===== src/inc/perf_monitor_pkg.sv =====
// Purpose: Shared constants and types of the performance-monitor counters
// Assumes: 50 MHz system clock, one monitored link
// Notes:   Register indexes are word indexes; byte address is index times 4
package perf_monitor_pkg;

  // Clock and report timing
  localparam int     CLK_PERIOD_NS     = 20;
  localparam longint ONE_SECOND_NS     = 1000000000;
  localparam int     ONE_SECOND_CYCLES = int'(ONE_SECOND_NS / CLK_PERIOD_NS);
  localparam int     TICK_W            = 26;

  // Bus geometry
  localparam int ADDR_W    = 10;
  localparam int BUS_W     = 32;
  localparam int BE_W      = 4;
  localparam int IDX_LSB   = 2;
  localparam int IDX_W     = 8;
  localparam int DATA_W    = 8;
  localparam int SEL_W     = 4;

  // Register word indexes
  localparam logic [IDX_W-1:0] IDX_SELECT_PORT  = 8'h0E;
  localparam logic [IDX_W-1:0] IDX_DATA_WINDOW  = 8'h0F;
  localparam logic [IDX_W-1:0] IDX_UPDATE_CTRL  = 8'hC2;
  localparam logic [IDX_W-1:0] IDX_IRQ_EN_LOW   = 8'hC3;
  localparam logic [IDX_W-1:0] IDX_IRQ_EN_HIGH  = 8'hC4;
  localparam logic [IDX_W-1:0] IDX_FLAGS_LOW    = 8'hC5;
  localparam logic [IDX_W-1:0] IDX_FLAGS_HIGH   = 8'hC6;
  localparam logic [IDX_W-1:0] IDX_MONITOR_CFG  = 8'hC7;

  // Field positions
  localparam int UPD_MANUAL_BIT = 0;
  localparam int CFG_FMT_LSB    = 0;
  localparam int CFG_B8ZS_BIT   = 2;
  localparam int CFG_J1_BIT     = 3;
  localparam int CFG_AUTO_BIT   = 4;
  localparam int CFG_W          = 5;
  localparam int FLAG_LOW_W     = 6;

  // Reset values
  localparam logic [SEL_W-1:0]  SELECT_RST = 4'h0;
  localparam logic [DATA_W-1:0] BYTE_RST   = 8'h00;
  localparam logic [CFG_W-1:0]  CFG_RST    = 5'h00;

  // Counter bank: id order matches flag bit order
  localparam int NUM_CNT  = 7;
  localparam int CNT_W    = 16;
  localparam int CNT_CRC  = 0;
  localparam int CNT_FER  = 1;
  localparam int CNT_COFA = 2;
  localparam int CNT_OOF  = 3;
  localparam int CNT_PRGD = 4;
  localparam int CNT_DDS  = 5;
  localparam int CNT_LCV  = 6;
  localparam logic [CNT_W-1:0] CNT_MAX [NUM_CNT] = '{
    16'h03FF, 16'h0FFF, 16'h0007, 16'h001F, 16'hFFFF, 16'h03FF, 16'hFFFF};

  // Indirect indexes
  localparam logic [SEL_W-1:0] SEL_CRC_LO  = 4'h0;
  localparam logic [SEL_W-1:0] SEL_CRC_HI  = 4'h1;
  localparam logic [SEL_W-1:0] SEL_FER_LO  = 4'h2;
  localparam logic [SEL_W-1:0] SEL_FER_HI  = 4'h3;
  localparam logic [SEL_W-1:0] SEL_COFA    = 4'h4;
  localparam logic [SEL_W-1:0] SEL_OOF     = 4'h5;
  localparam logic [SEL_W-1:0] SEL_PRGD_LO = 4'h6;
  localparam logic [SEL_W-1:0] SEL_PRGD_HI = 4'h7;
  localparam logic [SEL_W-1:0] SEL_LCV_LO  = 4'h8;
  localparam logic [SEL_W-1:0] SEL_LCV_HI  = 4'h9;
  localparam logic [SEL_W-1:0] SEL_DDS_LO  = 4'hA;
  localparam logic [SEL_W-1:0] SEL_DDS_HI  = 4'hB;

  // Framing formats, Gray ordered
  typedef enum logic [1:0] {
    FMT_SF  = 2'h0,
    FMT_ESF = 2'h1,
    FMT_DM  = 2'h3,
    FMT_LCF = 2'h2
  } frame_format_type;

endpackage


===== src/hdl/perf_monitor_counters.sv =====
// Purpose: T1/J1 performance-monitor counter bank with indirect access
// Assumes: Event pulses come from framer logic on CLK_SYS_I, one cycle each
// Notes:   Counters saturate at full scale; overflow raises a sticky flag
//
// What this block does
// - Each counter overflow sets its own flag
// - Flag interrupts only when its enable set
// - Counters reached only through select/data window
// - Auto mode copies selected counter every second
// - Manual bit rising edge copies selected counter
// - Every copy clears all counters together
// - Event during copy cycle is never lost
// - Framing format steers events to counters
// - Line code counter: AMI or B8ZS violations
// - Framing counter: F-bit or alignment-bit errors
// - CRC-6 counter counts only in ESF
// - Alignment change counter counts position changes
// - Out-of-frame counter counts sync losses
// - Pattern checker counter counts pattern bit errors
`timescale 1ns/10ps
module perf_monitor_counters #(
  parameter int unsigned SECOND_CYCLES = perf_monitor_pkg::ONE_SECOND_CYCLES
) (
  // Clock and reset
  input  wire logic                                  CLK_SYS_I,
  input  wire logic                                  RST_I,
  // Avalon-MM slave
  input  wire logic [perf_monitor_pkg::ADDR_W-1:0]   AVS_ADDRESS_I,
  input  wire logic                                  AVS_READ_I,
  input  wire logic                                  AVS_WRITE_I,
  input  wire logic [perf_monitor_pkg::BUS_W-1:0]    AVS_WRITEDATA_I,
  input  wire logic [perf_monitor_pkg::BE_W-1:0]     AVS_BYTEENABLE_I,
  output logic      [perf_monitor_pkg::BUS_W-1:0]    AVS_READDATA_O,
  output logic                                       AVS_WAITREQUEST_O,
  // Receive path events
  input  wire logic                                  BPV_EVENT_I,
  input  wire logic                                  B8ZS_CV_EVENT_I,
  input  wire logic                                  FBIT_ERR_EVENT_I,
  input  wire logic                                  FAS_ERR_EVENT_I,
  input  wire logic                                  CRC6_ERR_EVENT_I,
  input  wire logic                                  DDS_ERR_EVENT_I,
  input  wire logic                                  ALIGN_CHANGE_EVENT_I,
  input  wire logic                                  FRAME_LOSS_EVENT_I,
  input  wire logic                                  PATTERN_ERR_EVENT_I,
  // Interrupt
  output logic                                       IRQ_O
);
  import perf_monitor_pkg::*;

  logic [SEL_W-1:0]      select_reg;
  logic [DATA_W-1:0]     window_reg;
  logic                  trigger_reg;
  logic                  trigger_prev_reg;
  logic [CFG_W-1:0]      cfg_reg;
  logic [NUM_CNT-1:0]    enable_reg;
  logic [NUM_CNT-1:0]    enable_next;
  logic [NUM_CNT-1:0]    flags_reg;
  logic [NUM_CNT-1:0]    flags_next;
  logic [NUM_CNT-1:0]    flags_clr;
  logic [CNT_W-1:0]      cnt_reg [NUM_CNT];
  logic [NUM_CNT-1:0]    inc;
  logic [NUM_CNT-1:0]    ovf;
  logic [TICK_W-1:0]     tick_reg;
  logic                  tick_end;
  logic                  manual_rise;
  logic                  snap;
  logic                  waitreq_reg;
  logic [BUS_W-1:0]      readdata_reg;
  logic                  irq_reg;
  logic                  req;
  logic                  accept;
  logic [IDX_W-1:0]      idx;
  logic [DATA_W-1:0]     rd_byte;
  logic                  wr_en;
  frame_format_type      fmt;
  logic                  b8zs_mode;
  logic                  j1_mode;
  logic                  auto_en;

  // Byte of the selected indirect counter
  function automatic logic [DATA_W-1:0] pick_byte(
    input logic [SEL_W-1:0] sel,
    input logic [CNT_W-1:0] c [NUM_CNT]
  );
    logic [DATA_W-1:0] b;
    b = BYTE_RST;
    case (sel)
      SEL_CRC_LO:  b = c[CNT_CRC][DATA_W-1:0];
      SEL_CRC_HI:  b = c[CNT_CRC][CNT_W-1:DATA_W];
      SEL_FER_LO:  b = c[CNT_FER][DATA_W-1:0];
      SEL_FER_HI:  b = c[CNT_FER][CNT_W-1:DATA_W];
      SEL_COFA:    b = c[CNT_COFA][DATA_W-1:0];
      SEL_OOF:     b = c[CNT_OOF][DATA_W-1:0];
      SEL_PRGD_LO: b = c[CNT_PRGD][DATA_W-1:0];
      SEL_PRGD_HI: b = c[CNT_PRGD][CNT_W-1:DATA_W];
      SEL_LCV_LO:  b = c[CNT_LCV][DATA_W-1:0];
      SEL_LCV_HI:  b = c[CNT_LCV][CNT_W-1:DATA_W];
      SEL_DDS_LO:  b = c[CNT_DDS][DATA_W-1:0];
      SEL_DDS_HI:  b = c[CNT_DDS][CNT_W-1:DATA_W];
      default:     b = BYTE_RST;
    endcase
    return b;
  endfunction

  assign fmt       = frame_format_type'(cfg_reg[CFG_FMT_LSB +: 2]);
  assign b8zs_mode = cfg_reg[CFG_B8ZS_BIT];
  assign j1_mode   = cfg_reg[CFG_J1_BIT];
  assign auto_en   = cfg_reg[CFG_AUTO_BIT];

  // Bus handshake: one wait state, then answer
  assign req    = AVS_READ_I | AVS_WRITE_I;
  assign accept = req & ~waitreq_reg;
  assign idx    = AVS_ADDRESS_I[IDX_LSB +: IDX_W];
  assign wr_en  = accept & AVS_WRITE_I & AVS_BYTEENABLE_I[0];

  always_ff @(posedge CLK_SYS_I) begin
    if (RST_I) begin
      waitreq_reg <= 1'b1;
    end else begin
      waitreq_reg <= ~(req & waitreq_reg);
    end
  end

  always_comb begin
    rd_byte = BYTE_RST;
    if (idx == IDX_SELECT_PORT) begin
      rd_byte = {{(DATA_W-SEL_W){1'b0}}, select_reg};
    end else if (idx == IDX_DATA_WINDOW) begin
      rd_byte = window_reg;
    end else if (idx == IDX_UPDATE_CTRL) begin
      rd_byte = {{(DATA_W-1){1'b0}}, trigger_reg};
    end else if (idx == IDX_IRQ_EN_LOW) begin
      rd_byte = {{(DATA_W-FLAG_LOW_W){1'b0}}, enable_reg[FLAG_LOW_W-1:0]};
    end else if (idx == IDX_IRQ_EN_HIGH) begin
      rd_byte = {{(DATA_W-1){1'b0}}, enable_reg[CNT_LCV]};
    end else if (idx == IDX_FLAGS_LOW) begin
      rd_byte = {{(DATA_W-FLAG_LOW_W){1'b0}}, flags_reg[FLAG_LOW_W-1:0]};
    end else if (idx == IDX_FLAGS_HIGH) begin
      rd_byte = {{(DATA_W-1){1'b0}}, flags_reg[CNT_LCV]};
    end else if (idx == IDX_MONITOR_CFG) begin
      rd_byte = {{(DATA_W-CFG_W){1'b0}}, cfg_reg};
    end else begin
      rd_byte = BYTE_RST;
    end
  end

  // Data captured in the wait cycle, stands at the accepting edge
  always_ff @(posedge CLK_SYS_I) begin
    if (RST_I) begin
      readdata_reg <= '0;
    end else if (req & waitreq_reg & AVS_READ_I) begin
      readdata_reg <= {{(BUS_W-DATA_W){1'b0}}, rd_byte};
    end
  end

  // Software-written control
  always_ff @(posedge CLK_SYS_I) begin
    if (RST_I) begin
      select_reg  <= SELECT_RST;
      trigger_reg <= 1'b0;
      cfg_reg     <= CFG_RST;
    end else if (wr_en) begin
      if (idx == IDX_SELECT_PORT) begin
        select_reg <= AVS_WRITEDATA_I[SEL_W-1:0];
      end else if (idx == IDX_UPDATE_CTRL) begin
        trigger_reg <= AVS_WRITEDATA_I[UPD_MANUAL_BIT];
      end else if (idx == IDX_MONITOR_CFG) begin
        cfg_reg <= AVS_WRITEDATA_I[CFG_W-1:0];
      end
    end
  end

  // Next enables feed the interrupt so a mask write acts with no lag
  always_comb begin
    enable_next = enable_reg;
    if (wr_en & (idx == IDX_IRQ_EN_LOW)) begin
      enable_next[FLAG_LOW_W-1:0] = AVS_WRITEDATA_I[FLAG_LOW_W-1:0];
    end else if (wr_en & (idx == IDX_IRQ_EN_HIGH)) begin
      enable_next[CNT_LCV] = AVS_WRITEDATA_I[0];
    end
  end

  always_ff @(posedge CLK_SYS_I) begin
    if (RST_I) begin
      enable_reg <= '0;
    end else begin
      enable_reg <= enable_next;
    end
  end

  // One-second tick runs free so auto reports keep a steady period
  assign tick_end = (tick_reg == TICK_W'(SECOND_CYCLES - 1));

  always_ff @(posedge CLK_SYS_I) begin
    if (RST_I) begin
      tick_reg <= '0;
    end else if (tick_end) begin
      tick_reg <= '0;
    end else begin
      tick_reg <= tick_reg + TICK_W'(1);
    end
  end

  // Snapshot sources
  always_ff @(posedge CLK_SYS_I) begin
    if (RST_I) begin
      trigger_prev_reg <= 1'b0;
    end else begin
      trigger_prev_reg <= trigger_reg;
    end
  end

  assign manual_rise = trigger_reg & ~trigger_prev_reg;
  assign snap        = manual_rise | (auto_en & tick_end);

  always_ff @(posedge CLK_SYS_I) begin
    if (RST_I) begin
      window_reg <= BYTE_RST;
    end else if (snap) begin
      window_reg <= pick_byte(select_reg, cnt_reg);
    end
  end

  // Event steering by framing format
  always_comb begin
    inc           = '0;
    inc[CNT_LCV]  = b8zs_mode ? B8ZS_CV_EVENT_I : BPV_EVENT_I;
    inc[CNT_FER]  = (fmt == FMT_ESF) ? FAS_ERR_EVENT_I
                                     : FBIT_ERR_EVENT_I;
    inc[CNT_CRC]  = (fmt == FMT_ESF) & CRC6_ERR_EVENT_I;
    inc[CNT_DDS]  = (fmt == FMT_DM) & ~j1_mode & DDS_ERR_EVENT_I;
    inc[CNT_COFA] = ALIGN_CHANGE_EVENT_I;
    inc[CNT_OOF]  = FRAME_LOSS_EVENT_I;
    inc[CNT_PRGD] = PATTERN_ERR_EVENT_I;
  end

  // Counters; a copy reports the old value and restarts from this
  // cycle's event so nothing slips between rounds
  for (genvar i = 0; i < NUM_CNT; i++) begin : g_cnt
    assign ovf[i] = inc[i] & ~snap & (cnt_reg[i] == CNT_MAX[i]);

    always_ff @(posedge CLK_SYS_I) begin
      if (RST_I) begin
        cnt_reg[i] <= '0;
      end else if (snap) begin
        cnt_reg[i] <= CNT_W'(inc[i]);
      end else if (inc[i] & (cnt_reg[i] != CNT_MAX[i])) begin
        cnt_reg[i] <= cnt_reg[i] + CNT_W'(1);
      end
    end
  end

  // Read clears only the bits that were returned; a new set wins
  always_comb begin
    flags_clr = '0;
    if (accept & AVS_READ_I & (idx == IDX_FLAGS_LOW)) begin
      flags_clr[FLAG_LOW_W-1:0] = readdata_reg[FLAG_LOW_W-1:0];
    end else if (accept & AVS_READ_I & (idx == IDX_FLAGS_HIGH)) begin
      flags_clr[CNT_LCV] = readdata_reg[0];
    end
    flags_next = (flags_reg & ~flags_clr) | ovf;
  end

  always_ff @(posedge CLK_SYS_I) begin
    if (RST_I) begin
      flags_reg <= '0;
    end else begin
      flags_reg <= flags_next;
    end
  end

  always_ff @(posedge CLK_SYS_I) begin
    if (RST_I) begin
      irq_reg <= 1'b0;
    end else begin
      irq_reg <= |(flags_next & enable_next);
    end
  end

  assign AVS_READDATA_O    = readdata_reg;
  assign AVS_WAITREQUEST_O = waitreq_reg;
  assign IRQ_O             = irq_reg;

  // Every counter, not only line code, must flag its overflow
  for (genvar j = 0; j < NUM_CNT; j++) begin : g_ovf_chk

  end
endmodule


===== config.mk =====
export PLATFORM = sky130hd
export DESIGN_NAME = perf_monitor_counters
export DESIGN_NICKNAME = d
export VERILOG_FILES = /design/src/inc/perf_monitor_pkg.sv /design/src/hdl/perf_monitor_counters.sv
export SDC_FILE = /design/constraint.sdc
export NUM_CORES = 1
export LEC_CHECK = 0
export ABC_AREA = 1
export BUFFER_PORTS_ARGS = -buffer_cell sky130_fd_sc_hd__buf_2
export CORE_MARGIN = 8
export CORE_UTILIZATION = 29
export DETAILED_ROUTE_END_ITERATION = 12
export GPL_TIMING_DRIVEN = 0
export PLACE_DENSITY_LB_ADDON = 0.2
export SLEW_MARGIN = 10
export SYNTH_ARGS = -nofsm -noshare
export SYNTH_HDL_FRONTEND = slang
export SYNTH_SLANG_ARGS = --single-unit

===== constraint.sdc =====
create_clock -name CLK_SYS_I -period 3.6 [get_ports CLK_SYS_I]
set_input_delay 1.08 -clock CLK_SYS_I [delete_from_list [all_inputs] [get_ports CLK_SYS_I]]
set_output_delay 1.08 -clock CLK_SYS_I [all_outputs]
set_load 0.01 [all_outputs]

==> run summary, run 1 <==
Status - complete, no violations
Number of enable flip-flop cells after synthesis - 0
Synth Instances - 1,468
Period utilisation layout - 65.1%
Final GP Congestion - 0.877
Initial Util - 29.2%
Placed cell areas - 0.0108 mm^2
Setup crit start kind - primary input
Slew @ Worst Pin - 0.854 ns
DR vias - 9,630
Largest net degree at the start of global routing - 19
Sw frac - 26.6%
Clock Latency Late Sink - 0.45 ns
Number of synthesis warnings - 0
Post-synth ARST share - 0%
Critical path type - primary input to flop
Critical path endpoint category - flop
Min Tclk post-route - 2.34 ns
Post-route ant nets - 0
Reg-to-reg critical path startpoint - tick_reg[0]
Leak - 4.20 nW
Reg clk slew, reported paths - 0.08 ns
Primary FF master, synth - dfxtp_1
Detailed Place HPWL - 24,100 um
Syn Area/Cell - 6.81 um^2
Die width - 202 um
F_max - 427 MHz
RSZ-0062 raised after global routing - false
Crit path from - AVS_ADDRESS_I[5]
Clock share of power - 46.0%
VDD IR max - 0.262 mV
Internal power - 3.09 mW
Port-buffer cells - 37
Area of the die - 0.0407 mm^2
Fin nets - 1,614
Layout Skew - 0.0202 ns
Rows - 68
Root buffer cell - clkbuf_16
Pwr dens - 368 mW/mm^2
Seq pwr share - 48.3%
Most common cell in the synthesized netlist - nand2_1
Vias/cell - 4.78
Max reg flops - 112
Post_cts resized - 0
Vias in the first global route - 9,019
Final hold violation count - 0
Synth cell types - 50
Max_cap viols - 0
Yosys reg bits - 181
Crit path arrival time - 2.65 ns
GR Overflow Total - 0
Share of layout cells above drive strength 1 - 11.7%
Largest cells by area after synthesis - dfxtp_1 (36%), nand2_1 (11%), inv_1 (7.7%)
Synth area leader - dfxtp_1
Min-delay worst type - flop to flop
Area Overhead vs Synth - 14.4%
Core ar. - 0.0342 mm^2
Crit Path Max Fanout - 10
GRT Util Overall - 15.3%
Die height - 202 um
Yosys top cell area share - 36.3%
# diodes - 0
CP Data Required Time - 3.91 ns
Initial DRC count - 643
Total CTS buffers - 17
Net Sw Power - 1.12 mW
Global-route wire length before repair - 49,900 um
Final-report setup violation count - 0
Hold Startpoint - tick_reg[0]
Sequential area share after synthesis - 36.3%
Longest Clk Path Bufs - 2
CTS tree - yes
Hold buffers post-CTS - 0
Initial antenna violation count - 2
Drt drc - 0
H-tree depth - 4
Area of all placed cells without fillers - 0.0114 mm^2
Final Max Slew Viols - 0
Gate power share - 5.7%
Relative slew slack - 43.1%
Sink count of the clock tree - 181
Drt pass-1 iters - 5
Top cells by count, synth - nand2_1 (283), inv_1 (204), dfxtp_1 (181)
Top Ports - 93
Post-CTS setup buffers - 0
Routed wire per std cell - 15.6 um
Setup TNS - 0 ns
DRT Wirelength - 31,400 um
R2R setup slack - 1.36 ns
# fillers - 3,801
Mapped Area - 0.00999 mm^2
-- critical path, cell delays in order --
cell and delay, ns:
buf_2 0.11, inv_1 0.10, nand2_1 0.12, nor3_1 0.15
nand2_1 0.18, inv_1 0.17, buf_4 0.20, nand3_1 0.08
nand2_1 0.10, nand2_1 0.06, nand2_1 0.07, nand2_1 0.07
nor2_1 0.09, a21oi_1 0.06
-- layout make-up --
class / instances / area [um^2] / area share [%]
Tap cell: 455 / 569 / 4.98
Timing Repair Buffer: 37 / 185 / 1.62
Inverter: 216 / 818 / 7.16
Buffer: 50 / 348 / 3.04
Sequential cell: 181 / 3620 / 31.7
Multi-Input combinational cell: 1044 / 5290 / 46.3
Clock buffer: 18 / 429 / 3.75
Clock inverter: 14 / 166 / 1.46
-- stage by stage --
stage,utilization [%],hold WS (ns),setup WS (ns),std cells,total power [mW]
final,33.4,0.461,1.26,2015,4.21
after global routing,33.4,0.488,1.04,2015,4.37
after CTS,33.4,0.465,1.21,2015,4.26
after detailed placement,31.7,0.445,0.753,1983,2.32
after global placement,31.7,0.443,0.762,1983,2.32
after floorplan,-,0.426,1.28,1491,2.23
-- metal layers --
layer,global-route usage (%),share of wire [%]
met1,20.6,48
met2,24.3,45
met3,3.25,4.8
met4,4.54,1.8
met5,0,0.057
-- final timing paths --
path / cells after the start / end
hold reg to reg: 1 / tick_reg[0]
hold / removal: 1 / tick_reg[0]
setup reg to reg: 11 / window_reg[4]
setup / recovery: 14 / IRQ_O
-- cells in the final DEF, fill, tap and decap left out, types with 41 or more instances in the layout --
cell type / netlist / layout
nand3_1: 98 / 98
a21oi_1: 124 / 124
inv_1: 204 / 204
nand2_1: 283 / 283
nor3_1: 61 / 61
buf_2: 11 / 48
o21ai_0: 52 / 52
o22ai_1: 41 / 41
nor2_1: 156 / 156
dfxtp_1: 181 / 181
-- power groups by stage --
| stage | clock (mW) | sequential [mW] | combinational (mW) |
|---|---|---|---|
| after CTS | 1.99 | 2.03 | 0.239 |
| after detailed placement | 0 | 2.08 | 0.238 |
| after floorplan | 0 | 2.08 | 0.156 |
| final | 1.94 | 2.04 | 0.239 |
| after global routing | 2.06 | 2.04 | 0.266 |
| after global placement | 0 | 2.08 | 0.237 |
-- cells by family (layout without fill, tap and decap cells) --
kind of cell,after synthesis,after routing,share of synthesized area [%]
AO/OA/AOI/OAI,287,287,16.6
flip-flops,181,181,36.3
other,1,24,0.0375
XOR/XNOR,31,31,2.72
buffers and inverters,266,335,11.7
AND/OR/NAND/NOR,694,694,31.8
adder cells (fa/ha/maj),8,8,1.00
No activity file was read; power rests on OpenSTA's default activity.
==> inputs of run 2 (changes only) <==
clock period = 2.3 ns   (was 3.6 ns; I/O delays follow)
==> run summary, run 2 (synthesized netlist as in run 1, its figures left out) <==
Critical path type - flop to flop
Global-route wire length before repair - 49,900 um
Die width - 202 um
Pwr dens - 574 mW/mm^2
Initial antenna violation count - 2
Period utilisation layout - 94.0%
# diodes - 0
Status - complete, no violations
GRT met3 Usage - 3.25%
F_max - 463 MHz
Longest Clk Path Bufs - 2
Worst hold margin - 0.461 ns
Crit path arrival time - 2.53 ns
Area of all placed cells without fillers - 0.0115 mm^2
Gate power share - 5.7%
DRT Wirelength - 31,400 um
Most common cell after layout, fill and taps aside - nand2_1
H-tree depth - 4
Seq pwr share - 48.3%
Post-Layout Cell Count - 2,017
Grt met1 use - 20.6%
Core ar. - 0.0342 mm^2
Area Overhead vs Synth - 14.8%
Min Tclk post-route - 2.16 ns
RSZ-0062 raised after global routing - false
Fin nets - 1,616
Initial DRC count - 658
Detailed Place HPWL - 24,100 um
GR Overflow Total - 0
Max reg flops - 112
PnR worst setup slack - 0.139 ns
Initial Util - 29.2%
Die height - 202 um
Vias in the first global route - 9,019
Final hold violation count - 0
Final-report setup violation count - 0
Final GP Congestion - 0.877
CP Data Required Time - 2.67 ns
R2R setup slack - 0.14 ns
CTS tree - yes
Routed wire per std cell - 15.6 um
Reg clk slew, reported paths - 0.09 ns
DR vias - 9,650
Largest net degree at the start of global routing - 19
GR peak layer - met2
Relative slew slack - 43.1%
Root buffer cell - clkbuf_16
Grt met2 use - 24.3%
GRT Util Overall - 15.3%
Max_cap viols - 0
Area of the die - 0.0407 mm^2
Drt pass-1 iters - 7
Sink count of the clock tree - 181
Top Ports - 93
Vias/cell - 4.78
Slew @ Worst Pin - 0.853 ns
Post-route ant nets - 0
Setup crit start kind - flop
Share of layout cells above drive strength 1 - 11.8%
Port-buffer cells - 37
Net Sw Power - 1.75 mW
Critical path endpoint category - flop
Cells after DPL - 1,983
Crit Path Max Fanout - 4
Rows - 68
Final Max Slew Viols - 0
Sw frac - 26.6%
Clock share of power - 45.9%
Place WS - -0.157 ns
Commonest cells after routing, fill and taps aside - nand2_1 (283), inv_1 (204), dfxtp_1 (181), nor2_1 (155), a21oi_1 (124)
Clock Latency Late Sink - 0.45 ns
Drt drc - 0
Layout Skew - 0.0176 ns
VDD IR max - 0.408 mV
Internal power - 4.84 mW
Post-Route Utilization - 33.6%
Leak - 4.22 nW
Total CTS buffers - 17
Min-delay worst type - flop to flop
Hold buffers post-CTS - 0
Placed cell areas - 0.0108 mm^2
-- run 2: layout make-up --
| type | count | area (um^2) |
|---|---|---|
| fill | 3796 | 22700 |
| timing repair buffer | 39 | 213 |
| inverter | 216 | 818 |
| clock inverter | 14 | 166 |
| clock buffer | 18 | 429 |
| multi-input combinational | 1044 | 5300 |
| sequential | 181 | 3620 |
| tap | 455 | 569 |
| buffer | 50 | 357 |
-- run 2: final timing paths --
kind / start / end / cells past startpoint
worst max-delay path: cfg_reg[0] / IRQ_O / 10
worst min-delay path: tick_reg[0] / tick_reg[0] / 1
worst max register to register: cfg_reg[0] / IRQ_O / 10
worst min register to register: tick_reg[0] / tick_reg[0] / 1
-- run 2: metal layers --
layer	wire, um	vias up
li1	-	4966
met1	15000	4441
met2	14300	207
met3	1590	32
met4	482	4
met5	18	-
-- run 2: power groups by stage --
stage | Combinational, mW | Sequential (mW) | Clock [mW]
after floorplan | 0.244 | 3.25 | 0
after CTS | 0.374 | 3.18 | 3.11
final | 0.378 | 3.18 | 3.03
after global routing | 0.419 | 3.19 | 3.23
after detailed placement | 0.372 | 3.26 | 0
after global placement | 0.371 | 3.26 | 0
-- run 2: critical path: stages (launching register included) --
cell	delay, ns
dfxtp_1	0.37
inv_1	0.11
o21bai_1	0.14
nand2_1	0.21
nor3_1	0.60
nand3_1	0.23
nand2_1	0.12
nand2_1	0.06
nand2_1	0.08
nor2_1	0.05
a21oi_1	0.11
-- run 2: timing repair --
action	CTS	global route
resized for setup	0	5
setup buffers	0	2
endpoints found under the setup margin	0	76
-- run 2: through the flow --
step	TNS, ns	power, mW
6_report	0	6.59
4_1_cts	0	6.67
3_3_place_gp	-0.148	3.63
5_1_grt	0	6.84
3_5_place_dp	-0.391	3.63
2_1_floorplan	0	3.50
==> inputs of run 3 (changes only) <==
RECOVER_POWER = 50   (was not set)
==> run summary, run 3 (synthesized netlist as in run 1, its figures left out) <==
Final-report setup violation count - 0
CTS tree - yes
Placed cell areas - 0.0108 mm^2
Area Overhead vs Synth - 14.3%
Highest-delay cell along the critical path - nor3_1
Top Ports - 93
Longest Clk Path Bufs - 2
Final hold violation count - 0
Max_cap viols - 0
Layout Skew - 0.0226 ns
Commonest cells after routing, fill and taps aside - nand2_1 (283), inv_1 (205), dfxtp_1 (181), nor2_1 (158), a21oi_1 (124)
CP Data Required Time - 2.67 ns
DRT Wirelength - 31,400 um
Routed wire per std cell - 15.6 um
Drt pass-1 iters - 7
F_max - 464 MHz
Largest net degree at the start of global routing - 19
Area of all placed cells without fillers - 0.0114 mm^2
Initial antenna violation count - 2
Root buffer cell - clkbuf_16
Max reg flops - 112
Slew @ Worst Pin - 0.843 ns
Die height - 202 um
Detailed Place HPWL - 24,100 um
Worst path max stage delay - 0.54 ns
H-tree depth - 4
Pwr dens - 577 mW/mm^2
Final GP Congestion - 0.877
Leak - 4.16 nW
Place WS - -0.157 ns
Global-route wire length before repair - 49,900 um
Worst-path cell chain - nand2_1, nor2_2, nand3_1, nor3_1, nand3_1, nand2_1, nand2_1, nand2_1, nor2_1, a21oi_1
Cells after DPL - 1,983
Register area - 0.00362 mm^2
Critical path type - flop to flop
Post-route ant nets - 0
CP most frequent cell - nand2_1
Area of the die - 0.0407 mm^2
VDD IR max - 0.409 mV
Setup crit start kind - flop
Initial Util - 29.2%
Area occupied by multi-input gates - 0.00527 mm^2
Status - complete, no violations
Most common cell after layout, fill and taps aside - nand2_1
Rows - 68
# diodes - 0
Fin nets - 1,616
Port-buffer cells - 37
GRT Util Overall - 15.3%
Initial DRC count - 663
Crit path arrival time - 2.53 ns
PnR worst setup slack - 0.146 ns
Total CTS buffers - 17
Hold buffers post-CTS - 0
Min-delay worst type - flop to flop
Min Tclk post-route - 2.15 ns
RSZ-0062 raised after global routing - false
GR Overflow Total - 0
# fillers - 3,809
Final Max Slew Viols - 0
Post-Layout Cell Count - 2,017
Period utilisation layout - 93.7%
Critical path endpoint category - flop
Power Total - 6.59 mW
Sink count of the clock tree - 181
Share of layout cells above drive strength 1 - 10.6%
Vias/cell - 4.79
Die width - 202 um
Relative slew slack - 43.8%
Vias in the first global route - 9,019
Drt drc - 0
Crit Path Max Fanout - 4
Core ar. - 0.0342 mm^2
Clock Latency Late Sink - 0.45 ns
DR vias - 9,654
Reg clk slew, reported paths - 0.08 ns
[run 3: timing repair]
action,4_1_cts,5_1_grt
gates resized for setup,0,5
setup buffers,0,2
setup endpoints to repair,0,76
[run 3: where the power goes]
group          total (mW)  switching, mW  internal [mW]  leakage (nW)
Clock                3.03           1.48           1.55         0.285
Sequential           3.19         0.0274           3.16          1.46
Combinational       0.371          0.247          0.124          2.41
Total                6.59           1.75           4.84          4.16
[run 3: metrics by stage]
stage               hold slack [ns]  util, %  TNS (ns)
finish                        0.461     33.4         0
global route                  0.458     33.4         0
CTS                           0.460     33.4         0
detailed placement            0.445     31.7    -0.391
global placement              0.443     31.7    -0.148
floorplan                     0.426        -         0
[run 3: layout make-up]
class / instances / area share (%)
Buffer: 50 / 3.05
Clock inverter: 14 / 1.46
Clock buffer: 18 / 3.76
Multi-Input combinational cell: 1044 / 46.1
Sequential cell: 181 / 31.7
Timing Repair Buffer: 39 / 1.73
Tap cell: 455 / 4.98
Inverter: 216 / 7.16
[run 3: critical path: cells and delay by family (launching register included)]
kind | cells | cell delay (ns)
flip-flops | 1 | 0.40
AND/OR/NAND/NOR | 9 | 1.58
AO/OA/AOI/OAI | 1 | 0.11
[run 3: worst paths after layout]
path	end	slack [ns]	startpoint	cells after the start
setup / recovery	IRQ_O	0.15	cnt_reg[89]	10
hold / removal	tick_reg[0]	0.46	tick_reg[0]	1
setup reg to reg	IRQ_O	0.15	cnt_reg[89]	10
hold reg to reg	tick_reg[0]	0.46	tick_reg[0]	1
[run 3: routing by layer]
| metal | vias to the layer above | GRT usage [%] | part of all wire [%] |
|---|---|---|---|
| li1 | 4973 | - | - |
| met1 | 4439 | 20.6 | 48 |
| met2 | 206 | 24.3 | 45 |
| met3 | 32 | 3.25 | 4.6 |
| met4 | 4 | 4.54 | 1.6 |
| met5 | - | 0 | 0.057 |
